**src/balreg_pkg.sv**
```systemverilog
// shared constants and types for the balance result and identifier register block
package balreg_pkg;

	// register indices as printed; byte address is four times the index
	localparam logic [7:0]  IDX_BALANCE_RESULT_CTRL = 8'h83;
	localparam logic [7:0]  IDX_UNIQUE_IDENT_LOW    = 8'h8c;
	localparam logic [7:0]  IDX_UNIQUE_IDENT_HIGH   = 8'h8d;
	localparam logic [7:0]  IDX_IRQ_STATUS          = 8'hf0;
	localparam logic [7:0]  IDX_IRQ_MASK            = 8'hf1;
	localparam logic [7:0]  IDX_SCAN_CONFIGURATION  = 8'hf2;
	localparam logic [11:0] ADDR_BALANCE_RESULT_CTRL = {2'b00, IDX_BALANCE_RESULT_CTRL, 2'b00};
	localparam logic [11:0] ADDR_UNIQUE_IDENT_LOW    = {2'b00, IDX_UNIQUE_IDENT_LOW, 2'b00};
	localparam logic [11:0] ADDR_UNIQUE_IDENT_HIGH   = {2'b00, IDX_UNIQUE_IDENT_HIGH, 2'b00};
	localparam logic [11:0] ADDR_IRQ_STATUS          = {2'b00, IDX_IRQ_STATUS, 2'b00};
	localparam logic [11:0] ADDR_IRQ_MASK            = {2'b00, IDX_IRQ_MASK, 2'b00};
	localparam logic [11:0] ADDR_SCAN_CONFIGURATION  = {2'b00, IDX_SCAN_CONFIGURATION, 2'b00};

	// field positions
	localparam int POS_STATE_HI   = 15;
	localparam int POS_STATE_LO   = 14;
	localparam int POS_READY      = 13;
	localparam int POS_STROBE     = 0;
	localparam int POS_SCAN_READY = 0;

	// balancing state codes
	localparam logic [1:0] BAL_DISABLED = 2'h0;
	localparam logic [1:0] BAL_ACTIVE   = 2'h1;
	localparam logic [1:0] BAL_DONE     = 2'h2;
	localparam logic [1:0] BAL_HALTED   = 2'h3;

	// balancing operating modes 000 disabled, 001 manual
	localparam logic [2:0] MODE_DISABLED = 3'h0;
	localparam logic [2:0] MODE_MANUAL   = 3'h1;

	// interrupt status bits
	localparam int IRQ_READY = 0;
	localparam int IRQ_DONE  = 1;
	localparam int IRQ_HALT  = 2;
	localparam int IRQ_W     = 3;

	// reset values
	localparam logic [IRQ_W-1:0] RST_IRQ_MASK  = 3'h0;
	localparam logic [31:0]      IDENT_DEFAULT = 32'h5a3c_0f01; // arbitrary value

	// cycles the transfer engine needs to copy the results
	localparam logic [2:0] XFER_CYCLES = 3'h4;

	// transfer engine states
	typedef enum logic [1:0] {XF_IDLE, XF_COPY, XF_DONE} xfer_state_t;

endpackage : balreg_pkg

```
**src/ident_rom.sv**
```systemverilog
// read-only unique identifier store with checksum contribution
`timescale 1ns/100ps
`default_nettype none
module ident_rom
	import balreg_pkg::*;
#(
	parameter logic [31:0] IDENT = IDENT_DEFAULT
) (
	output logic [15:0] ident_low,
	output logic [15:0] ident_high,
	output logic [7:0]  ident_check
);
	// low word carries bit 0 forced high so even a blank part reads one
	assign ident_low   = {IDENT[15:1], 1'b1};
	assign ident_high  = {IDENT[31:24], 8'h00};
	// byte-wise xor folded into the rom check code
	assign ident_check = IDENT[7:0] ^ IDENT[15:8] ^ IDENT[23:16] ^ IDENT[31:24];
endmodule : ident_rom
`default_nettype wire

```
**src/xfer_engine.sv**
```systemverilog
// copies filtered results into data registers on request
`timescale 1ns/100ps
`default_nettype none
module xfer_engine
	import balreg_pkg::*;
(
	input  wire logic clk,
	input  wire logic rst_b,
	input  wire logic start,
	output logic      busy,
	output logic      done
);
	typedef struct packed {
		xfer_state_t state;
		logic [2:0]  cnt;
		logic        done;
	} xf_t;
	xf_t q_reg, q_next;

	// sequencer: idle, copy for a fixed count, one done pulse
	always_comb begin
		q_next = q_reg;
		q_next.done = 1'b0;
		case (q_reg.state)
			XF_IDLE: begin
				if (start) begin
					q_next.state = XF_COPY;
					q_next.cnt = XFER_CYCLES;
				end
			end
			XF_COPY: begin
				// all result words copied in one atomic window
				if (q_reg.cnt == 3'h1) begin
					q_next.state = XF_DONE;
				end else begin
					q_next.cnt = q_reg.cnt - 3'h1;
				end
			end
			default: begin
				q_next.state = XF_IDLE;
				q_next.done = 1'b1;
			end
		endcase
	end

	// state register
	always_ff @(posedge clk or negedge rst_b) begin
		if (!rst_b) begin
			q_reg <= '{XF_IDLE, 3'h0, 1'b0};
		end else begin
			q_reg <= q_next;
		end
	end

	// busy only while copying, so the copy window spans exactly the copy count
	assign busy = (q_reg.state == XF_COPY);
	assign done = q_reg.done;
endmodule : xfer_engine
`default_nettype wire

```
**src/balance_result_regs.sv**
```systemverilog
// apb register bank: balance result control, identifier and interrupts
//
// Behaviour
// state mirror bits 15:14, 00/01/10 codes
// code 11 on abnormal balancing halt
// ready mirror bit 13 set on transfer
// writing zero clears ready mirror
// writing one to ready has no effect
// ready mirror equals scan config flag
// strobe bit 0 copies filtered results
// ready flag set when transfer completes
// strobe self-clears, always reads zero
// strobe ignored in manual/disabled or enable 0x
// low identifier register holds bits 15:0
// high identifier register holds bits 31:24
// low identifier bit 0 reads one
// host accepts identifier with two ones
// identifier in rom, in checksum
// undervolt stop flags held until restart; here also cleared while operating mode is disabled
// unused bits read zero, ignore writes
//
// Chosen here: the APB interface to the registers.
`timescale 1ns/100ps
`default_nettype none
module balance_result_regs
	import balreg_pkg::*;
(
	input  wire logic        clk,
	input  wire logic        rst_b,
	// apb slave
	input  wire logic [11:0] paddr,
	input  wire logic        psel,
	input  wire logic        penable,
	input  wire logic        pwrite,
	input  wire logic [31:0] pwdata,
	input  wire logic [3:0]  pstrb,
	output logic [31:0]      prdata,
	output logic             pready,
	output logic             pslverr,
	// balancing engine status, same clock
	input  wire logic        balance_active,
	input  wire logic        balance_done,
	input  wire logic        balance_thermal_alert,
	input  wire logic        balance_timeout_alert,
	input  wire logic        balance_calfault_alert,
	input  wire logic [2:0]  balance_operating_mode,
	input  wire logic [1:0]  balance_measure_enable,
	input  wire logic        balance_control_write,
	input  wire logic [13:0] balance_undervolt_hits,
	// results to the data path
	output logic             result_copy,
	output logic [13:0]      balance_undervolt_stop_flags,
	output logic [7:0]       rom_check_code,
	output logic             irq
);

	// whole module state in one struct
	typedef struct packed {
		logic [31:0]        rdata;
		logic               ready;
		logic               slverr;
		logic               ready_flag;
		logic               strobe;
		logic [1:0]         bal_state;
		logic [13:0]        uv_flags;
		logic [IRQ_W-1:0]   irq_stat;
		logic [IRQ_W-1:0]   irq_mask;
		logic               irq;
		logic               copy;
		logic [7:0]         check;
	} st_t;

	st_t s_reg;
	st_t s_next;

	logic [15:0] ident_low;   // identifier low word
	logic [15:0] ident_high;  // identifier high word
	logic [7:0]  ident_check; // identifier checksum share
	logic        xf_busy;     // transfer in progress
	logic        xf_done;     // transfer finished pulse
	logic        acc;         // apb access phase
	logic        wr;          // write takes effect
	logic        rd;          // read data taken
	logic        strobe_ok;   // strobe allowed in this mode
	logic        ready_set;   // hardware sets ready
	logic        halted;      // abnormal exit cause present

	// identifier rom
	ident_rom u_ident (
		.ident_low   (ident_low),
		.ident_high  (ident_high),
		.ident_check (ident_check)
	);

	// transfer sequencer, fed by the registered strobe pulse
	xfer_engine u_xfer (
		.clk   (clk),
		.rst_b (rst_b),
		.start (s_reg.strobe),
		.busy  (xf_busy),
		.done  (xf_done)
	);

	// one-wait apb: pready comes from a register in the second cycle of the access phase
	assign acc = psel && penable && !s_reg.ready;
	assign wr  = acc && pwrite;
	assign rd  = acc && !pwrite;

	// strobe only honoured in automated modes with measurement enabled
	assign strobe_ok = (balance_operating_mode != MODE_DISABLED) &&
		(balance_operating_mode != MODE_MANUAL) && balance_measure_enable[1];
	assign ready_set = xf_done;
	assign halted = balance_thermal_alert || balance_timeout_alert || balance_calfault_alert;

	// next-state logic
	always_comb begin
		s_next = s_reg;
		s_next.ready = 1'b0;
		s_next.slverr = 1'b0;
		s_next.strobe = 1'b0;
		s_next.copy = xf_busy;
		s_next.check = ident_check;

		// balancing state mirror; halt takes priority over others
		if (halted) begin
			s_next.bal_state = BAL_HALTED;
		end else if (balance_active) begin
			s_next.bal_state = BAL_ACTIVE;
		end else if (balance_done) begin
			s_next.bal_state = BAL_DONE;
		end else if (balance_operating_mode == MODE_DISABLED) begin
			s_next.bal_state = BAL_DISABLED;
		end

		// stop flags stick until mode disabled or a new balancing start
		if (balance_control_write || balance_operating_mode == MODE_DISABLED) begin
			s_next.uv_flags = 14'h0000;
		end else begin
			s_next.uv_flags = s_reg.uv_flags | balance_undervolt_hits;
		end

		// apb access
		if (acc) begin
			s_next.ready = 1'b1;
			s_next.rdata = 32'h0000_0000;
			if (paddr == ADDR_BALANCE_RESULT_CTRL) begin
				if (rd) begin
					// strobe bit always reads zero
					s_next.rdata[POS_STATE_HI:POS_STATE_LO] = s_reg.bal_state;
					s_next.rdata[POS_READY] = s_reg.ready_flag;
				end else begin
					// only writing zero clears; one has no effect
					if (pstrb[1] && !pwdata[POS_READY]) begin
						s_next.ready_flag = 1'b0;
					end
					if (pstrb[0] && pwdata[POS_STROBE] && strobe_ok && !xf_busy) begin
						s_next.strobe = 1'b1;
					end
				end
			end else if (paddr == ADDR_SCAN_CONFIGURATION) begin
				// same flag seen through the scan configuration word
				if (rd) begin
					s_next.rdata[POS_SCAN_READY] = s_reg.ready_flag;
				end else if (pstrb[0] && !pwdata[POS_SCAN_READY]) begin
					s_next.ready_flag = 1'b0;
				end
			end else if (paddr == ADDR_UNIQUE_IDENT_LOW) begin
				if (rd) begin
					s_next.rdata[15:0] = ident_low;
				end
			end else if (paddr == ADDR_UNIQUE_IDENT_HIGH) begin
				if (rd) begin
					s_next.rdata[15:0] = ident_high;
				end
			end else if (paddr == ADDR_IRQ_STATUS) begin
				if (rd) begin
					s_next.rdata[IRQ_W-1:0] = s_reg.irq_stat;
				end else if (pstrb[0]) begin
					s_next.irq_stat = s_reg.irq_stat & ~pwdata[IRQ_W-1:0];
				end
			end else if (paddr == ADDR_IRQ_MASK) begin
				if (rd) begin
					s_next.rdata[IRQ_W-1:0] = s_reg.irq_mask;
				end else if (pstrb[0]) begin
					s_next.irq_mask = pwdata[IRQ_W-1:0];
				end
			end else begin
				// unmapped address: error answer, no effect
				s_next.slverr = 1'b1;
			end
		end

		// hardware sets win over software clears in the same cycle
		if (ready_set) begin
			s_next.ready_flag = 1'b1;
			s_next.irq_stat[IRQ_READY] = 1'b1;
		end
		if (s_next.bal_state == BAL_DONE && s_reg.bal_state != BAL_DONE) begin
			s_next.irq_stat[IRQ_DONE] = 1'b1;
		end
		if (s_next.bal_state == BAL_HALTED && s_reg.bal_state != BAL_HALTED) begin
			s_next.irq_stat[IRQ_HALT] = 1'b1;
		end
		s_next.irq = |(s_next.irq_stat & s_next.irq_mask);
	end

	// state register
	always_ff @(posedge clk or negedge rst_b) begin
		if (!rst_b) begin
			s_reg <= '{32'h0000_0000, 1'b0, 1'b0, 1'b0, 1'b0, BAL_DISABLED, 14'h0000,
				3'h0, RST_IRQ_MASK, 1'b0, 1'b0, 8'h00};
		end else begin
			s_reg <= s_next;
		end
	end

	// all outputs straight from flip-flops
	assign prdata  = s_reg.rdata;
	assign pready  = s_reg.ready;
	assign pslverr = s_reg.slverr;
	assign result_copy = s_reg.copy;
	assign balance_undervolt_stop_flags = s_reg.uv_flags;
	assign rom_check_code = s_reg.check;
	assign irq = s_reg.irq;

endmodule : balance_result_regs
`default_nettype wire

```
**config.mk**
```make
export PLATFORM = sky130hd
export DESIGN_NAME = balance_result_regs
export DESIGN_NICKNAME = d
export VERILOG_FILES = /design/src/balreg_pkg.sv /design/src/ident_rom.sv /design/src/xfer_engine.sv /design/src/balance_result_regs.sv
export SDC_FILE = /design/constraint.sdc
export NUM_CORES = 1
export LEC_CHECK = 0
export ABC_AREA = 1
export BUFFER_PORTS_ARGS = -buffer_cell sky130_fd_sc_hd__buf_2
export CAP_MARGIN = 20
export CORE_ASPECT_RATIO = 2
export CORE_MARGIN = 2
export CORE_UTILIZATION = 51
export DETAILED_ROUTE_END_ITERATION = 7
export PLACE_DENSITY = 0.87
export SLEW_MARGIN = 20
export SYNTH_ARGS = -nofsm -noshare
export SYNTH_HDL_FRONTEND = slang
export SYNTH_HIERARCHICAL = 1
export SYNTH_SLANG_ARGS = --single-unit
```
**constraint.sdc**
```tcl
create_clock -name clk -period 2.9 [get_ports clk]
set_input_delay 0.58 -clock clk [delete_from_list [all_inputs] [get_ports clk]]
set_output_delay 0.58 -clock clk [all_outputs]
set_load 0.01 [all_outputs]
```
# Yosys cells after proc, flatten, opt, wreduce, memory -nomap -nowiden

Index checks and enable logic that the tools add are counted.

Output and inout port bits: 58
Word-level logic and storage cells: 128
Bits in registers: 51
Input bits: 78

Multiplexer cells: 57
Bitwise gates (word level): 4
Reductions and logical operators: 32
Equality and inequality tests: 19
$add $sub $neg: 1

Operator list:

| operator             | count |
|---|---|
| $eq 12x10->1 const B | 6 |
| $mux 3               | 15 |
| $mux 15              | 2 |
| $mux 6               | 5 |
| $mux 13              | 2 |
| $mux 1               | 20 |
| $mux 16              | 1 |
| $mux 14              | 1 |
| $or 14x14->14        | 1 |
| $logic_and 1x1->1    | 12 |
| $mux 12              | 1 |
| $mux 2               | 6 |
| $reduce_bool 3->1    | 3 |
| $ne 2x2->1 const B   | 4 |
| $and 3x3->3          | 2 |
| $ne 3x1->1 const B   | 2 |
| $ne 3x2->1 const B   | 2 |
| $pmux 3 s2           | 1 |
| $reduce_and 6->1     | 1 |
| $logic_not 1->1      | 5 |
| $mux 5               | 1 |
| $eq 2x2->1 const B   | 2 |
| $mux 4               | 1 |
| $pmux 2 s2           | 1 |
| 13 further kinds     | 16 |

# Logic depth before layout (Yosys ltp)

Depth after elaboration: 14
Depth in mapped cells: 12
Gate-level depth less buffers: 12

# Cells and area by module

Netlist, hierarchy kept.

Modules (own cells, without submodules):

| module              | instances | seq. area each (um2) | area each (um2) | cells an instance |
|---|---|---|---|---|
| balance_result_regs | 1         | 1,301.2              | 3,057.9         | 390 |
| ident_rom           | 1         | 0.0                  | 307.8           | 42 |
| xfer_engine         | 1         | 150.1                | 307.8           | 34 |

# Worst setup path after synthesis

OpenSTA, ideal clock, no wires.

Path kind: in2reg
From: in paddr[1]
To: reg s_reg (netlist bit prdata[14])
Cell stages on the path: 9
Library setup time: 125 ps
Path buffers: 1
Data required time: 2,775 ps
Slack: 1,361 ps
Arrival: 1,414 ps
Path through: inv_1 -> nand2_2 -> nor3_1 -> nand2_2 -> nand3_2 -> nor2_2 -> nand2_4 -> buf_8 -> o21ai_2

Word-level cells in the longest chain between the ends: 5
Elaborated cells on any way between the ends: 8
Classes of those cells: eq/ne: 4; mux: 4

RTL lines:

| item                 | line                       | text |
|---|---|---|
| start, declared      | balance_result_regs.sv:31  | `input wire logic [11:0] paddr,` |
| $eq 12x10->1         | balance_result_regs.sv:171 | `end else if (paddr == ADDR_UNIQUE_IDENT_HIGH) begin` |
| $mux 13              | balance_result_regs.sv:171 |  |
| $mux 16              | balance_result_regs.sv:167 | `end else if (paddr == ADDR_UNIQUE_IDENT_LOW) begin` |
| $mux 15              | balance_result_regs.sv:160 | `end else if (paddr == ADDR_SCAN_CONFIGURATION) begin` |
| $mux 3 (*)           | balance_result_regs.sv:146 | `if (paddr == ADDR_BALANCE_RESULT_CTRL) begin` |
| end signal, assigned | balance_result_regs.sv:210 | `s_reg <= '{32'h0000_0000, 1'b0, 1'b0, 1'b0, 1'b0, BAL_DISABLED, 14'h0000,` |
| end signal, assigned | balance_result_regs.sv:213 | `s_reg <= s_next;` |
| end, declared        | balance_result_regs.sv:73  | `st_t s_reg;` |

Mark *: on every way between the ends. The rest lies on a longest branch, timed or not.
A chain may end at the register's enable or synchronous reset.

# Worst setup path after layout

From: in paddr[2]
To: reg s_reg (netlist bit prdata[0])

Word-level cells in the longest chain between the ends: 7
Elaborated cells on any way between the ends: 12
Classes of those cells: eq/ne: 6; mux: 6

RTL lines:

| item         | line                       | text |
|---|---|---|
| $eq 12x10->1 | balance_result_regs.sv:181 | `end else if (paddr == ADDR_IRQ_MASK) begin` |
| $mux 3       | balance_result_regs.sv:181 |  |
| $mux 3       | balance_result_regs.sv:175 | `end else if (paddr == ADDR_IRQ_STATUS) begin` |
| $mux 3       | balance_result_regs.sv:171 |  |
| $mux 16      | balance_result_regs.sv:167 |  |
| $mux 1       | balance_result_regs.sv:160 |  |
| $mux 13 (*)  | balance_result_regs.sv:146 |  |

Marked as above.

==> run_results.csv <==
group,metric,value,unit
outcome,outcome,"finished, final reports clean",
cts,cts-root-buf,"clkbuf_16",
power_and_ir_drop,switching_share,24.31,%
cells_and_area,nNetsFinal,599,
cts,clkSinkCount,58,
detailed_routing,drtAntennaViolNets,0,
cells_and_area,largest_register_ffs,16,
floorplanning,die_area,7939,um2
power_and_ir_drop,clkPwrFrac,49.2,%
sta,post-route-period-util,61.04,%
detailed_routing,drt_wl_total,7.549,mm
cts,h-tree-depth,3,
placement,routabilityCongestion,0.9387,
grt,grt_pass1_vias,2626,
grt,grt_pass1_wl,11.74,mm
floorplanning,core-area,6940,um2
synthesis,yosys_warnings,6,
critical_path,crit_path_end_kind,"flop",
synthesis,syn_area,3674,um2
sta,fin_setup_tns,0,ns
cells_and_area,drive_gt1_share,28.68,%
floorplanning,die_h,124.0,um
synthesis,avgSynthCellArea,7.883,um2
power_and_ir_drop,pwr-share-comb,11.8,%
critical_path,ff2ff_path_depth,10,
power_and_ir_drop,ir_worst_vdd,0.4480,mV
sta,setup-violations-final,0,
synthesis,ys_seq_elements,58,
cts,clockBufferDepth,2,
sta,finClkSkew,0.005218,ns
sta,rsz0062_at_grt,"no",
synthesis,seq_area_frac_synth,39.51,%
sta,finalMaxSlewViolations,0,
critical_path,critPathKind,"in2reg",
placement,dp_cells,598,
placement,io_buffer_count,88,
detailed_routing,first_iter_violations,119,
cells_and_area,mostFrequentLayoutCells,"nand2_1 (101), buf_2 (88), dfrtp_1 (58)",
power_and_ir_drop,power_density,564.9,nW/um2
floorplanning,die_w,64.01,um
hold_path,worstHoldPathType,"in2async",
floorplanning,fp-row-count,43,
critical_path,r2r_slack,1.21,ns
grt,overflow,0,
synthesis,yosysUniqueCellTypes,35,
cells_and_area,syn_to_final_growth,9.298,%
synthesis,syn_inst,466,
job,maxCapViolCount,0,
critical_path,r2r-end,"irq$_DFF_PN0_",
cts,cts_hold_buf,0,
critical_path,worstPathArrival,2.03,ns
power_and_ir_drop,p_int,1.717,mW
detailed_routing,vias_per_cell,4.556,
critical_path,r2r_start,"pready$_DFF_PN0_",
grt,antenna_found_initial,0,
cts,cts_resized,0,
grt,grt_max_degree,45,
power_and_ir_drop,power_leakage,2.226,nW
critical_path,crit_path_start_kind,"input pin",
sta,fin_crit,1.770,ns
cells_and_area,fin_cells,613,
detailed_routing,drc,0,
cts,cts_tree,"done",
cells_and_area,multiInputGateArea,1513,um2
cells_and_area,num_antenna_cells,0,
cells_and_area,final_area,4015,um2
critical_path,required,3.16,ns
critical_path,critPathMaxFanout,15,
power_and_ir_drop,switchingPower,0.5513,mW
detailed_routing,drt_first_pass_iters,4,
placement,pre_cts_ws,0.8071,ns
detailed_routing,wl_per_cell,12.31,um
cts,numCtsBuffers,9,
placement,dpl_cell_area,3697,um2
sta,max_freq,564.9,MHz
floorplanning,num_io_pins,136,
detailed_routing,num_vias,2793,
cells_and_area,fillers,618,
grt,grt_use_total,19.51,%
floorplanning,start_util,52.93,%
sta,tightest_slew,0.9727,ns
power_and_ir_drop,power.total,2.268,mW
cts,clk_pin_slew,0.05,ns
cts,cts_setup_buffers,0,
cells_and_area,layout_commonest_cell,"nand2_1",
sta,layout_setup_ws,1.130,ns
sta,finalHoldViolCount,0,
cells_and_area,regArea,1451,um2
sta,slew_headroom,35.15,%
cts,insertion_delay,0.32,ns
power_and_ir_drop,sequentialPowerShare,38.9,%
placement,dp.final_hpwl,5.877,mm
## per-layer routing
metal,vias to the layer above,share of wire (%),wire (um),global-route usage (%)
li1,1414,-,-,-
met1,1277,38,2875,20.83
met2,83,55,4121,34.64
met3,19,3.9,298,3.613
met4,0,3.4,253,12.64
met5,-,0,0,0
## layout make-up
class                      instances  share of cell area (%)
clock buffer                      10                   5.952
clock inverter                     5                   1.963
inverter                          42                   3.926
multi-input combinational        317                   37.68
sequential                        58                   36.15
tap                               90                   2.805
timing repair buffer              91                   11.53
## worst max-delay path, stage by stage
cell and delay (ns):
buf_2 0.13, inv_2 0.24, nand2_2 0.10, nor2_4 0.17, nand3_2 0.29, inv_1 0.19
a21oi_1 0.05, nand2_1 0.07, nand2_1 0.04, nand2_1 0.05, nand2_1 0.06, nand2_1 0.06
## stage by stage
stage                     hold slack (ns)  util [%]
after global placement             0.4306     53.27
after floorplan                    0.2844         -
final                              0.4068     57.85
after detailed placement           0.4589     53.27
after CTS                          0.4423     57.85
after global routing               0.4741     57.85
## worst max path at each step
| stage | from | to | slack [ns] | depth (start not counted) |
|---|---|---|---|---|
| 5_1_grt | paddr[2] | prdata[0]$_DFFE_PN0N_ | 0.98 | 12 |
| 4_1_cts | paddr[2] | prdata[0]$_DFFE_PN0N_ | 1.13 | 12 |
| 3_5_place_dp | paddr[2] | prdata[0]$_DFFE_PN0N_ | 0.81 | 12 |
| 3_3_place_gp | paddr[2] | prdata[0]$_DFFE_PN0N_ | 0.83 | 12 |
| 6_report | paddr[2] | prdata[0]$_DFFE_PN0N_ | 1.13 | 12 |
| 2_1_floorplan | paddr[1] | prdata[14]$_DFFE_PN0N_ | 1.36 | 9 |
## power groups by stage
| stage | logic (mW) | clock network (mW) | registers (mW) |
|---|---|---|---|
| after floorplan | 0.236 | 0 | 0.892 |
| final | 0.269 | 1.12 | 0.883 |
| after global placement | 0.260 | 0 | 0.894 |
| after detailed placement | 0.268 | 0 | 0.895 |
| after CTS | 0.269 | 1.14 | 0.882 |
| after global routing | 0.304 | 1.18 | 0.887 |
## cell families (layout without fill, tap and decap cells)
| group | count (synthesis) | after routing | synth area share, % |
|---|---|---|---|
| flip-flops | 58 | 58 | 39.51 |
| AND/OR/NAND/NOR | 214 | 214 | 26.87 |
| adder cells (fa/ha/maj) | 2 | 2 | 0.6811 |
| AO/OA/AOI/OAI | 45 | 45 | 7.902 |
| other | 3 | 56 | 0.3065 |
| buffers and inverters | 144 | 148 | 24.73 |
## synth_stat cells
cell type  number  area [um2]
nand3b_1        2       15.01
nand2_1       101       379.1
o21ai_0         7       35.03
o22ai_1        11       68.82
nor2_1         52       195.2
buf_4          94       705.7
a22oi_1         1       7.510
a21oi_2         1       8.760
dfrtp_1        58        1451
nand2_4         2       22.52
inv_2          10       37.54
nor2_4          5       56.30
o211ai_1        1       7.510
ha_1            2       25.02
buf_8           1       15.01
clkbuf_1        4       15.01
nand4_2         1       12.51
and3_1          1       6.260
conb_1          3       11.26
or2_0           1       6.260
nor3_1          3       15.01
a21boi_0        2       15.01
buf_2           3       15.01
nand2_2         4       25.02
o21ai_1         5       25.02
o21ai_2        10       87.58
inv_1          32       120.1
a21oi_1         7       35.03
nand3_2         3       30.03
nand3_1        25       125.1
nand4_1         4       25.02
nor4_1          1       6.260
nor3_4          1       16.27
nor3b_1         1       7.510
nor2_2          7       43.79
Note: power is estimated with default switching activity, not from simulation.
